===== src/spi_config_status_defines.vh =====
// Constants for the serial port configuration and status block.
// Assumes inclusion by bare name from the design file only.
`ifndef SPI_CONFIG_STATUS_DEFINES_VH
`define SPI_CONFIG_STATUS_DEFINES_VH

// ********************************************************************
// Register indices; the byte address is four times the index.
// ********************************************************************
`define CFG_INDEX      10'h0A1
`define RATE_INDEX     10'h0A2
`define DATA_INDEX     10'h0A3
`define CTRL_INDEX     10'h0F8

// ********************************************************************
// Configuration and status fields.
// ********************************************************************
`define CFG_BUSY_BIT   7
`define CFG_MASTER_ENABLE_BIT  6
`define CFG_PHASE_BIT  5
`define CFG_POL_BIT    4
`define CFG_SLAVE_SELECTED_FILTERED_BIT 3
`define CFG_NSSRAW_BIT 2
`define CFG_SHEMPT_BIT 1
`define CFG_RXEMPT_BIT 0

// ********************************************************************
// Control fields and reset values.
// ********************************************************************
`define CTRL_DONE_BIT  7
`define CTRL_WCOL_BIT  6
`define CTRL_MODF_BIT  5
`define CTRL_OVR_BIT   4
`define CTRL_MODE_HI   3
`define CTRL_MODE_LO   2
`define CTRL_TXEMPT_BIT 1
`define CTRL_EN_BIT    0
`define MODE_RESET     2'h1
`define MODE_3WIRE     2'h0
`define MODE_4WIRE     2'h1
`define RATE_RESET     8'h00

// ********************************************************************
// Receive buffer shape and byte length.
// ********************************************************************
`define RXF_DEPTH      8
`define RXF_AW         3
`define LAST_BIT       3'h7
`define LAST_HALF      4'hF
`endif


===== src/spi_config_status_register.v =====
// Serial port with its configuration and status register, an APB slave.
// Assumes pclk at 250 MHz; link pins come from another clock domain and
// the pad logic resolves each pin from its active-low output enable.
//
// Behaviour
// - Busy bit is one while any transfer runs, master or slave.
// - Master-enable one makes the port master; zero makes it slave.
// - Phase zero centres data on first clock edge; one on second.
// - Polarity zero idles clock low; one idles it high.
// - Slave-selected flag is one while select input is low.
// - Slave-selected flag comes from a de-glitched select input.
// - Raw select bit shows the unfiltered select level when read.
// - Slave shifter-empty sets when byte done and nothing pending.
// - Shifter-empty clears on load from transmit buffer or clock edge.
// - In master mode shifter-empty reads as one.
// - Slave receive-empty is one when read out, zero when unread.
// - In master mode receive-empty reads as one.
// - Slave samples master-out data in the centre of each bit.
// - Master samples slave-out data one cycle before bit end.
// - Select mode: 00 three-wire, 01 select input, 1x select output.
// - Four-wire slave clears its bit counter on select falling edge.
//
// Implementation choice: the APB slave port.
`include "spi_config_status_defines.vh"

// ********************************************************************
// Receive buffer.
// ********************************************************************
module rx_fifo #(
    parameter WIDTH = 8,
    parameter DEPTH = 8,
    parameter AW    = 3
) (
    input  wire             pclk,
    input  wire             presetn,
    input  wire [WIDTH-1:0] in_data,
    input  wire             in_valid,
    output wire             in_ready,
    output wire [WIDTH-1:0] out_data,
    output wire             out_valid,
    input  wire             out_ready
);
    reg [WIDTH-1:0] mem [0:DEPTH-1];
    reg [AW-1:0]    wr_ptr;
    reg [AW-1:0]    rd_ptr;
    reg [AW:0]      count;
    wire            push;
    wire            pop;

    // Full and empty come straight from the occupancy count.
    assign in_ready  = (count != DEPTH[AW:0]);
    assign out_valid = (count != {(AW+1){1'b0}});
    assign out_data  = mem[rd_ptr];
    assign push      = in_valid && in_ready;
    assign pop       = out_valid && out_ready;

    // Storage has no reset; only the pointers and the count need a known state.
    always @(posedge pclk)
    begin
        if (push)
            mem[wr_ptr] <= in_data;
    end

    // Pointers wrap naturally because depth is a power of two.
    always @(posedge pclk or negedge presetn)
    begin
        if (!presetn)
        begin
            wr_ptr <= {AW{1'b0}};
            rd_ptr <= {AW{1'b0}};
            count  <= {(AW+1){1'b0}};
        end
        else
        begin
            if (push)
                wr_ptr <= wr_ptr + 1'b1;
            if (pop)
                rd_ptr <= rd_ptr + 1'b1;
            if (push && !pop)
                count <= count + 1'b1;
            else if (pop && !push)
                count <= count - 1'b1;
        end
    end
endmodule

// ********************************************************************
// Serial port top.
// ********************************************************************
module spi_config_status_register (
    input  wire        pclk,
    input  wire        presetn,
    input  wire        psel,
    input  wire        penable,
    input  wire        pwrite,
    input  wire [11:0] paddr,
    input  wire [31:0] pwdata,
    output reg  [31:0] prdata,
    output wire        pready,
    output wire        pslverr,
    input  wire        sck_in,
    output wire        sck_out,
    output wire        sck_oe_n,
    input  wire        mosi_in,
    output wire        mosi_out,
    output wire        mosi_oe_n,
    input  wire        miso_in,
    output wire        miso_out,
    output wire        miso_oe_n,
    input  wire        slave_select_n_in,
    output wire        slave_select_n_out,
    output wire        slave_select_n_oe_n
);
    localparam M_IDLE = 2'b01;
    localparam M_RUN  = 2'b10;

    reg  [3:0] sync1;
    reg  [3:0] sync2;
    reg        sck_d;
    reg        nss_d;
    reg        nss_filt;
    reg        nss_filt_d;
    reg        master_enable;
    reg        clock_phase_sel;
    reg        clock_polarity_sel;
    reg  [1:0] slave_select_mode;
    reg        port_enable;
    reg        done_flag;
    reg        wcol_flag;
    reg        modf_flag;
    reg        ovr_flag;
    reg  [7:0] rate;
    reg  [7:0] tx_buf;
    reg        tx_full;
    reg  [7:0] shifter;
    reg        out_bit;
    reg        shifter_empty_r;
    reg  [2:0] bit_cnt;
    reg        slave_active;
    reg  [1:0] m_state;
    reg  [3:0] half_cnt;
    reg  [7:0] div_cnt;
    reg        sck_drv;
    reg        rx_push;
    reg  [7:0] rx_byte;
    wire       sck_s;
    wire       mosi_s;
    wire       miso_s;
    wire       slave_select_raw;
    wire       slave_selected_filtered;
    wire       is_master;
    wire       selected;
    wire       slave_on;
    wire       sck_edge;
    wire       lead_edge;
    wire       sample_edge;
    wire       shift_edge;
    wire       nss_fall;
    wire       transfer_busy;
    wire       shifter_empty;
    wire       rx_buffer_empty;
    wire       rx_ready;
    wire       rx_valid;
    wire [7:0] rx_data;
    wire       setup;
    wire       access;
    wire       hit_cfg;
    wire       hit_rate;
    wire       hit_data;
    wire       hit_ctrl;
    wire       mapped;
    wire       wr;
    wire       rd_data;
    wire       half_end;
    wire [7:0] cfg_val;
    wire [7:0] ctrl_val;
    wire [3:0] pins;

    // ****************************************************************
    // Pin synchronisers.
    // ****************************************************************
    assign pins = {slave_select_n_in, miso_in, mosi_in, sck_in};

    // Each link pin passes two flops before any logic reads it.
    genvar g;
    generate
        for (g = 0; g < 4; g = g + 1)
        begin : pin_sync
            always @(posedge pclk or negedge presetn)
            begin
                if (!presetn)
                begin
                    sync1[g] <= 1'b1;
                    sync2[g] <= 1'b1;
                end
                else
                begin
                    sync1[g] <= pins[g];
                    sync2[g] <= sync1[g];
                end
            end
        end
    endgenerate

    assign sck_s            = sync2[0];
    assign mosi_s           = sync2[1];
    assign miso_s           = sync2[2];
    assign slave_select_raw = sync2[3];

    // The select filter only follows a level that held for two samples,
    // so a one-cycle glitch never reaches the selected flag.
    always @(posedge pclk or negedge presetn)
    begin
        if (!presetn)
        begin
            sck_d      <= 1'b0;
            nss_d      <= 1'b1;
            nss_filt   <= 1'b1;
            nss_filt_d <= 1'b1;
        end
        else
        begin
            sck_d      <= sck_s;
            nss_d      <= slave_select_raw;
            if (nss_d == slave_select_raw)
                nss_filt <= nss_d;
            nss_filt_d <= nss_filt;
        end
    end

    // ****************************************************************
    // Mode decode and status.
    // ****************************************************************
    assign slave_selected_filtered = !nss_filt;
    assign is_master   = master_enable;
    assign selected    = (slave_select_mode == `MODE_4WIRE) ?
                         slave_selected_filtered : 1'b1;
    assign slave_on    = port_enable && !is_master && selected;
    assign sck_edge    = (sck_s != sck_d) && slave_on;
    assign lead_edge   = sck_edge && (sck_d == clock_polarity_sel);
    assign sample_edge = clock_phase_sel ? (sck_edge && !lead_edge)
                                         : lead_edge;
    assign shift_edge  = sck_edge && !sample_edge;
    assign nss_fall    = nss_filt_d && !nss_filt &&
                         (slave_select_mode == `MODE_4WIRE);
    assign transfer_busy = (m_state == M_RUN) || slave_active;
    assign shifter_empty = is_master ? 1'b1 : shifter_empty_r;
    assign rx_buffer_empty = is_master ? 1'b1 : !rx_valid;
    assign half_end    = (m_state == M_RUN) && (div_cnt == rate);

    assign cfg_val  = {transfer_busy, master_enable, clock_phase_sel,
                       clock_polarity_sel, slave_selected_filtered,
                       slave_select_raw, shifter_empty, rx_buffer_empty};
    assign ctrl_val = {done_flag, wcol_flag, modf_flag, ovr_flag,
                       slave_select_mode, !tx_full, port_enable};

    // ****************************************************************
    // Link pins.
    // ****************************************************************
    // Clock idles at the polarity level whenever no transfer runs.
    assign sck_out   = (m_state == M_RUN) ? sck_drv
                                          : clock_polarity_sel;
    assign sck_oe_n  = !(port_enable && is_master);
    assign mosi_out  = out_bit;
    assign mosi_oe_n = !(port_enable && is_master);
    assign miso_out  = out_bit;
    assign miso_oe_n = !slave_on;
    assign slave_select_n_out  = slave_select_mode[0];
    assign slave_select_n_oe_n = !slave_select_mode[1];

    // ****************************************************************
    // APB decode.
    // ****************************************************************
    assign setup    = psel && !penable;
    assign access   = psel && penable;
    assign hit_cfg  = (paddr[11:2] == `CFG_INDEX);
    assign hit_rate = (paddr[11:2] == `RATE_INDEX);
    assign hit_data = (paddr[11:2] == `DATA_INDEX);
    assign hit_ctrl = (paddr[11:2] == `CTRL_INDEX);
    assign mapped   = (paddr[1:0] == 2'h0) &&
                      (hit_cfg || hit_rate || hit_data || hit_ctrl);
    assign pready   = 1'b1;
    assign pslverr  = access && !mapped;
    assign wr       = access && pwrite && mapped;
    assign rd_data  = access && !pwrite && mapped && hit_data;

    // Read data is captured in the setup cycle so it comes from a flop;
    // the raw select bit is therefore the level seen at that edge.
    always @(posedge pclk or negedge presetn)
    begin
        if (!presetn)
            prdata <= 32'h00000000;
        else if (setup && !pwrite && (paddr[1:0] == 2'h0))
        begin
            if (hit_cfg)
                prdata <= {24'h000000, cfg_val};
            else if (hit_rate)
                prdata <= {24'h000000, rate};
            else if (hit_data)
                prdata <= {24'h000000, rx_data};
            else if (hit_ctrl)
                prdata <= {24'h000000, ctrl_val};
            else
                prdata <= 32'h00000000;
        end
    end

    // ****************************************************************
    // Registers, master sequencer and slave shifter.
    // ****************************************************************
    // One process owns the shared shifter so master and slave never
    // fight over it; hardware-set flags win over a software clear.
    always @(posedge pclk or negedge presetn)
    begin
        if (!presetn)
        begin
            master_enable      <= 1'b0;
            clock_phase_sel    <= 1'b0;
            clock_polarity_sel <= 1'b0;
            slave_select_mode  <= `MODE_RESET;
            port_enable        <= 1'b0;
            done_flag          <= 1'b0;
            wcol_flag          <= 1'b0;
            modf_flag          <= 1'b0;
            ovr_flag           <= 1'b0;
            rate               <= `RATE_RESET;
            tx_buf             <= 8'h00;
            tx_full            <= 1'b0;
            shifter            <= 8'h00;
            out_bit            <= 1'b0;
            shifter_empty_r    <= 1'b1;
            bit_cnt            <= 3'h0;
            slave_active       <= 1'b0;
            m_state            <= M_IDLE;
            half_cnt           <= 4'h0;
            div_cnt            <= 8'h00;
            sck_drv            <= 1'b0;
            rx_push            <= 1'b0;
            rx_byte            <= 8'h00;
        end
        else
        begin
            rx_push <= 1'b0;
            // Software writes; flag bits clear only when written zero.
            if (wr && hit_cfg)
            begin
                master_enable      <= pwdata[`CFG_MASTER_ENABLE_BIT];
                clock_phase_sel    <= pwdata[`CFG_PHASE_BIT];
                clock_polarity_sel <= pwdata[`CFG_POL_BIT];
            end
            if (wr && hit_rate)
                rate <= pwdata[7:0];
            if (wr && hit_ctrl)
            begin
                done_flag <= done_flag & pwdata[`CTRL_DONE_BIT];
                wcol_flag <= wcol_flag & pwdata[`CTRL_WCOL_BIT];
                modf_flag <= modf_flag & pwdata[`CTRL_MODF_BIT];
                ovr_flag  <= ovr_flag & pwdata[`CTRL_OVR_BIT];
                slave_select_mode <= pwdata[`CTRL_MODE_HI:`CTRL_MODE_LO];
                port_enable <= pwdata[`CTRL_EN_BIT];
            end
            if (wr && hit_data)
            begin
                if (tx_full)
                    wcol_flag <= 1'b1;
                else
                begin
                    tx_buf  <= pwdata[7:0];
                    tx_full <= 1'b1;
                end
            end
            // Another master pulled select low while we were master.
            if (port_enable && is_master && slave_selected_filtered &&
                (slave_select_mode == `MODE_4WIRE))
            begin
                modf_flag     <= 1'b1;
                master_enable <= 1'b0;
                port_enable   <= 1'b0;
            end
            if (!port_enable)
            begin
                bit_cnt      <= 3'h0;
                slave_active <= 1'b0;
                m_state      <= M_IDLE;
            end
            else if (is_master)
            begin
                case (m_state)
                    M_IDLE:
                    begin
                        if (tx_full)
                        begin
                            shifter  <= tx_buf;
                            out_bit  <= tx_buf[7];
                            tx_full  <= 1'b0;
                            half_cnt <= 4'h0;
                            div_cnt  <= 8'h00;
                            // Second-edge phase makes its lead edge now.
                            sck_drv  <= clock_polarity_sel ^
                                        clock_phase_sel;
                            m_state  <= M_RUN;
                        end
                    end
                    M_RUN:
                    begin
                        if (half_end)
                        begin
                            div_cnt  <= 8'h00;
                            half_cnt <= half_cnt + 1'b1;
                            if (!clock_phase_sel ||
                                (half_cnt != `LAST_HALF))
                                sck_drv <= !sck_drv;
                            if (half_cnt[0])
                            begin
                                // Last cycle of the bit: sample input.
                                shifter <= {shifter[6:0], miso_s};
                                out_bit <= shifter[6];
                            end
                            if (half_cnt == `LAST_HALF)
                            begin
                                rx_byte   <= {shifter[6:0], miso_s};
                                rx_push   <= 1'b1;
                                done_flag <= 1'b1;
                                m_state   <= M_IDLE;
                            end
                        end
                        else
                            div_cnt <= div_cnt + 1'b1;
                    end
                    default:
                        m_state <= M_IDLE;
                endcase
            end
            else
            begin
                m_state <= M_IDLE;
                if (nss_fall)
                begin
                    bit_cnt      <= 3'h0;
                    slave_active <= 1'b0;
                    shifter_empty_r <= 1'b1;
                end
                else if (sample_edge)
                begin
                    // Sample edge sits mid-bit for either phase.
                    shifter      <= {shifter[6:0], mosi_s};
                    slave_active <= 1'b1;
                    bit_cnt      <= bit_cnt + 1'b1;
                    if (bit_cnt == `LAST_BIT)
                    begin
                        rx_byte      <= {shifter[6:0], mosi_s};
                        rx_push      <= 1'b1;
                        done_flag    <= 1'b1;
                        slave_active <= 1'b0;
                        if (!rx_ready)
                            ovr_flag <= 1'b1;
                        if (tx_full)
                        begin
                            shifter <= tx_buf;
                            out_bit <= tx_buf[7];
                            tx_full <= 1'b0;
                        end
                        else
                            shifter_empty_r <= 1'b1;
                    end
                    else
                        shifter_empty_r <= 1'b0;
                end
                // The edge after a phase-zero byte's last sample shifts nothing.
                else if (shift_edge && (clock_phase_sel || bit_cnt != 3'h0))
                begin
                    out_bit         <= shifter[7];
                    slave_active    <= 1'b1;
                    shifter_empty_r <= 1'b0;
                end
                else if (tx_full && shifter_empty_r)
                begin
                    // Idle shifter takes a fresh byte at once.
                    shifter         <= tx_buf;
                    out_bit         <= tx_buf[7];
                    tx_full         <= 1'b0;
                    shifter_empty_r <= 1'b0;
                end
            end
        end
    end

    // ****************************************************************
    // Receive buffer instance.
    // ****************************************************************
    // A full buffer refuses the byte, which is then lost; only a slave byte also sets overrun.
    rx_fifo #(
        .WIDTH (8),
        .DEPTH (`RXF_DEPTH),
        .AW    (`RXF_AW)
    ) u_rx_fifo (
        .pclk      (pclk),
        .presetn   (presetn),
        .in_data   (rx_byte),
        .in_valid  (rx_push),
        .in_ready  (rx_ready),
        .out_data  (rx_data),
        .out_valid (rx_valid),
        .out_ready (rd_data)
    );
endmodule


===== config.mk =====
export PLATFORM = sky130hd
export DESIGN_NAME = spi_config_status_register
export DESIGN_NICKNAME = d
export VERILOG_FILES = /design/src/spi_config_status_register.v
export VERILOG_INCLUDE_DIRS = /design/src
export SDC_FILE = /design/constraint.sdc
export NUM_CORES = 1
export LEC_CHECK = 0
export ABC_CLOCK_PERIOD_IN_PS = 2600
export BUFFER_PORTS_ARGS = -buffer_cell sky130_fd_sc_hd__buf_4
export CORE_MARGIN = 8
export CORE_UTILIZATION = 44
export DETAILED_ROUTE_END_ITERATION = 10
export HOLD_SLACK_MARGIN = 0.12
export PLACE_DENSITY_LB_ADDON = 0.1
export SETUP_SLACK_MARGIN = 0.2
export SYNTH_ARGS = -nofsm -noshare
export SYNTH_HDL_FRONTEND = slang
export SYNTH_SLANG_ARGS = --single-unit

===== constraint.sdc =====
create_clock -name pclk -period 2.6 [get_ports pclk]
set_clock_uncertainty 0.15 [all_clocks]
set_input_delay 0.65 -clock pclk [delete_from_list [all_inputs] [get_ports pclk]]
set_output_delay 0.65 -clock pclk [all_outputs]
set_load 0.01 [all_outputs]

==> impl_metrics.tcl <==
set metrics [dict create \
    status "completed" \
    final_common_cell "buf_4" \
    rows 47 \
    gp_congestion 0.812 \
    tightest_slew_ps 771 \
    fin_ws_ps 50.3 \
    cts_buffer_depth 2 \
    nets 720 \
    ys_ff_latch 159 \
    yosysSeqAreaShare_pct 58.3 \
    p_sw_mw 1.16 \
    detail-route-antenna-nets 0 \
    path_max_fanout 3 \
    ios 95 \
    peakVddDrop_v 0.000479 \
    syn2layout_area_growth_pct 24.6 \
    cts_max_level 4 \
    cts_root_buffer "clkbuf_16" \
    drt_iter0_markers 246 \
    drc 0 \
    clk_pin_slew_worst_paths_ps 70 \
    p_int_mw 4.12 \
    setup_viol 0 \
    holdPathStages 1 \
    placed_area_sq_um 8400 \
    grt_use_total_pct 16.4 \
    netlist_instances 551 \
    relSlewSlack_pct 48.6 \
    leakagePower_nw 3.67 \
    synth_area_leaders "dfrtp_1, edfxtp_1, mux2_2" \
    power_frac_seq_pct 49.7 \
    crit_type "in2out" \
    finalHoldViolCount 0 \
    post-route-period-util_pct 98.1 \
    grt_pass1_wl_mm 27.4 \
    clkPwrFrac_pct 47.6 \
    syn-mean-instance-area_sq_um 13.4 \
    p_total_mw 5.28 \
    grt_max_degree 40 \
    pwr-share-comb_pct 2.7 \
    rsz0062_at_grt "yes" \
    vias 4779 \
    worstPathArrival_ps 1750 \
    seq_area_sq_um 4320 \
    clock_sinks 159 \
    yosysTopAreaCell "dfrtp_1" \
    insertion_delay_ps 420 \
    coreArea_sq_um 16500 \
    cts_tree "built" \
    swShare_pct 22.0 \
    synth.yosys.warnings 0 \
    hpwl_mm 12.4 \
    postLayoutCellArea_sq_um 9230 \
    wl_mm 16.9 \
    async_flop_share_pct 59.7 \
    cts_buffers 17 \
    final.hold.worst_slack_ps 180 \
    multi_input_area_sq_um 3100 \
    start_kind "input port" \
    overflow 0 \
    r2r_slack_ps 200 \
    netlist_area_sq_um 7400 \
    synth_cell_types 65 \
    drtPass1Iterations 5 \
    diodes 0 \
    fillCellCount 1380 \
    power_density_nw_per_um2 573 \
    drive_above_1_share_pct 39.0 \
    antenna_found_initial 0 \
    grt_pass1_vias 4953 \
    period_needed_ps 2550 \
    maxSlewViolCount 0 \
    hold_class "in2reg" \
    synth_top_area_share_pct 27.4 \
    die_h_microns 146 \
    r2r_cells 7 \
    fmax_ghz 0.392 \
    required_ps 1800 \
    chipWidth_microns 146 \
    die-area_sq_um 21200 \
    vias_per_cell 5.38 \
    maxCapViolCount 0 \
    layout_common_cells "buf_4, dfrtp_1, edfxtp_1" \
    end_kind "primary output" \
    io_buffers 45 \
    synth_edf_count 64 \
    pre_cts_ws_ps -380 \
    wl_per_cell_microns 19.0 \
    synthFlopType "dfrtp_1" \
    initial_utilization_pct 44.8 \
]
[area by class of cell]
| type | instances | area share [%] |
|---|---|---|
| Sequential cell | 159 | 46.8 |
| Clock inverter | 15 | 1.86 |
| Tap cell | 220 | 2.98 |
| Inverter | 9 | 0.393 |
| Clock buffer | 17 | 4.61 |
| Multi-Input combinational cell | 360 | 33.6 |
| Timing Repair Buffer | 109 | 9.78 |
[synth_stat cells, types with 4 or more instances]
| cell | n |
|---|---|
| edfxtp_1 | 64 |
| nor2b_1 | 4 |
| o31ai_1 | 9 |
| and3_1 | 9 |
| a21o_1 | 4 |
| nand4_1 | 4 |
| nand2b_1 | 8 |
| mux2_2 | 56 |
| mux2i_1 | 10 |
| nand3_1 | 14 |
| mux4_2 | 16 |
| clkbuf_1 | 15 |
| o21ai_0 | 23 |
| nor2_1 | 27 |
| dfstp_2 | 14 |
| ha_1 | 10 |
| nor3_1 | 10 |
| buf_4 | 28 |
| nand2_1 | 42 |
| inv_1 | 9 |
| a21oi_1 | 12 |
| xnor2_1 | 15 |
| nand3b_1 | 4 |
| dfrtp_1 | 81 |
| xor2_1 | 6 |
[what timing repair did]
item,CTS,global route
gates resized for setup,7,27
pin swaps,8,11
setup buffers,1,9
hold buffers,1,0
endpoints found under the hold margin,36,0
setup endpoints to repair,12,21
[kinds of logic after synthesis]
group | synth area share [%]
simple gates | 9.65
fa+ha+maj | 2.10
compound gates | 7.96
mux | 14.7
flops | 58.3
buf+inv | 4.33
xor+xnor | 2.81
other cells | 0.101
[per-layer routing]
metal  track usage, %  part of all wire, %  vias to the layer above
met5                0                    0                        -
met4             4.53                  1.3                        0
met3             4.98                  5.5                       14
met2             25.1                   46                      124
met1             22.3                   47                     2429
li1                 -                    -                     2212
[registers in the layout, indices dropped and copies added, names as in the netlist, 4 cells and up]
signal and flops:
div_cnt 8, half_cnt 4, prdata 8, rate 8, rx_byte 8, shifter 8
sync1 4, tx_buf 8, u_rx_fifo.count 4, u_rx_fifo.mem 64
[power by group through the flow]
stage               Clock (mW)  Sequential [mW]  Combinational (mW)
global route              2.69             2.63               0.158
floorplan                    0             2.67              0.0673
global placement             0             2.67               0.135
CTS                       2.57             2.63               0.141
detailed placement           0             2.67               0.136
finish                    2.51             2.63               0.143
[per-stage QoR]
stage               util (%)  cells  TNS [ps]
floorplan                  -    574      -270
global placement        50.9    846     -1340
detailed placement      50.9    846     -1600
CTS                     54.8    880         0
global route            55.8    889         0
finish                  55.8    889         0
[worst max-delay path: stages]
cell and delay, ps:
buf_6 100, nor3_4 200, nand4b_1 190, buf_4 190, buf_6 100, a21oi_2 120, nor2_1 60, buf_4 140
[final timing paths]
kind	start	endpoint
worst max-delay path	paddr[5]	pslverr
worst min-delay path	sck_in	sync1[0]
worst max register to register	sck_d	shifter[3]
worst min register to register	sync1[0]	sck_s
max in group asynchronous	presetn	m_state[0]
min in group asynchronous	presetn	div_cnt[5]
Note: power is estimated with default switching activity, not from simulation.
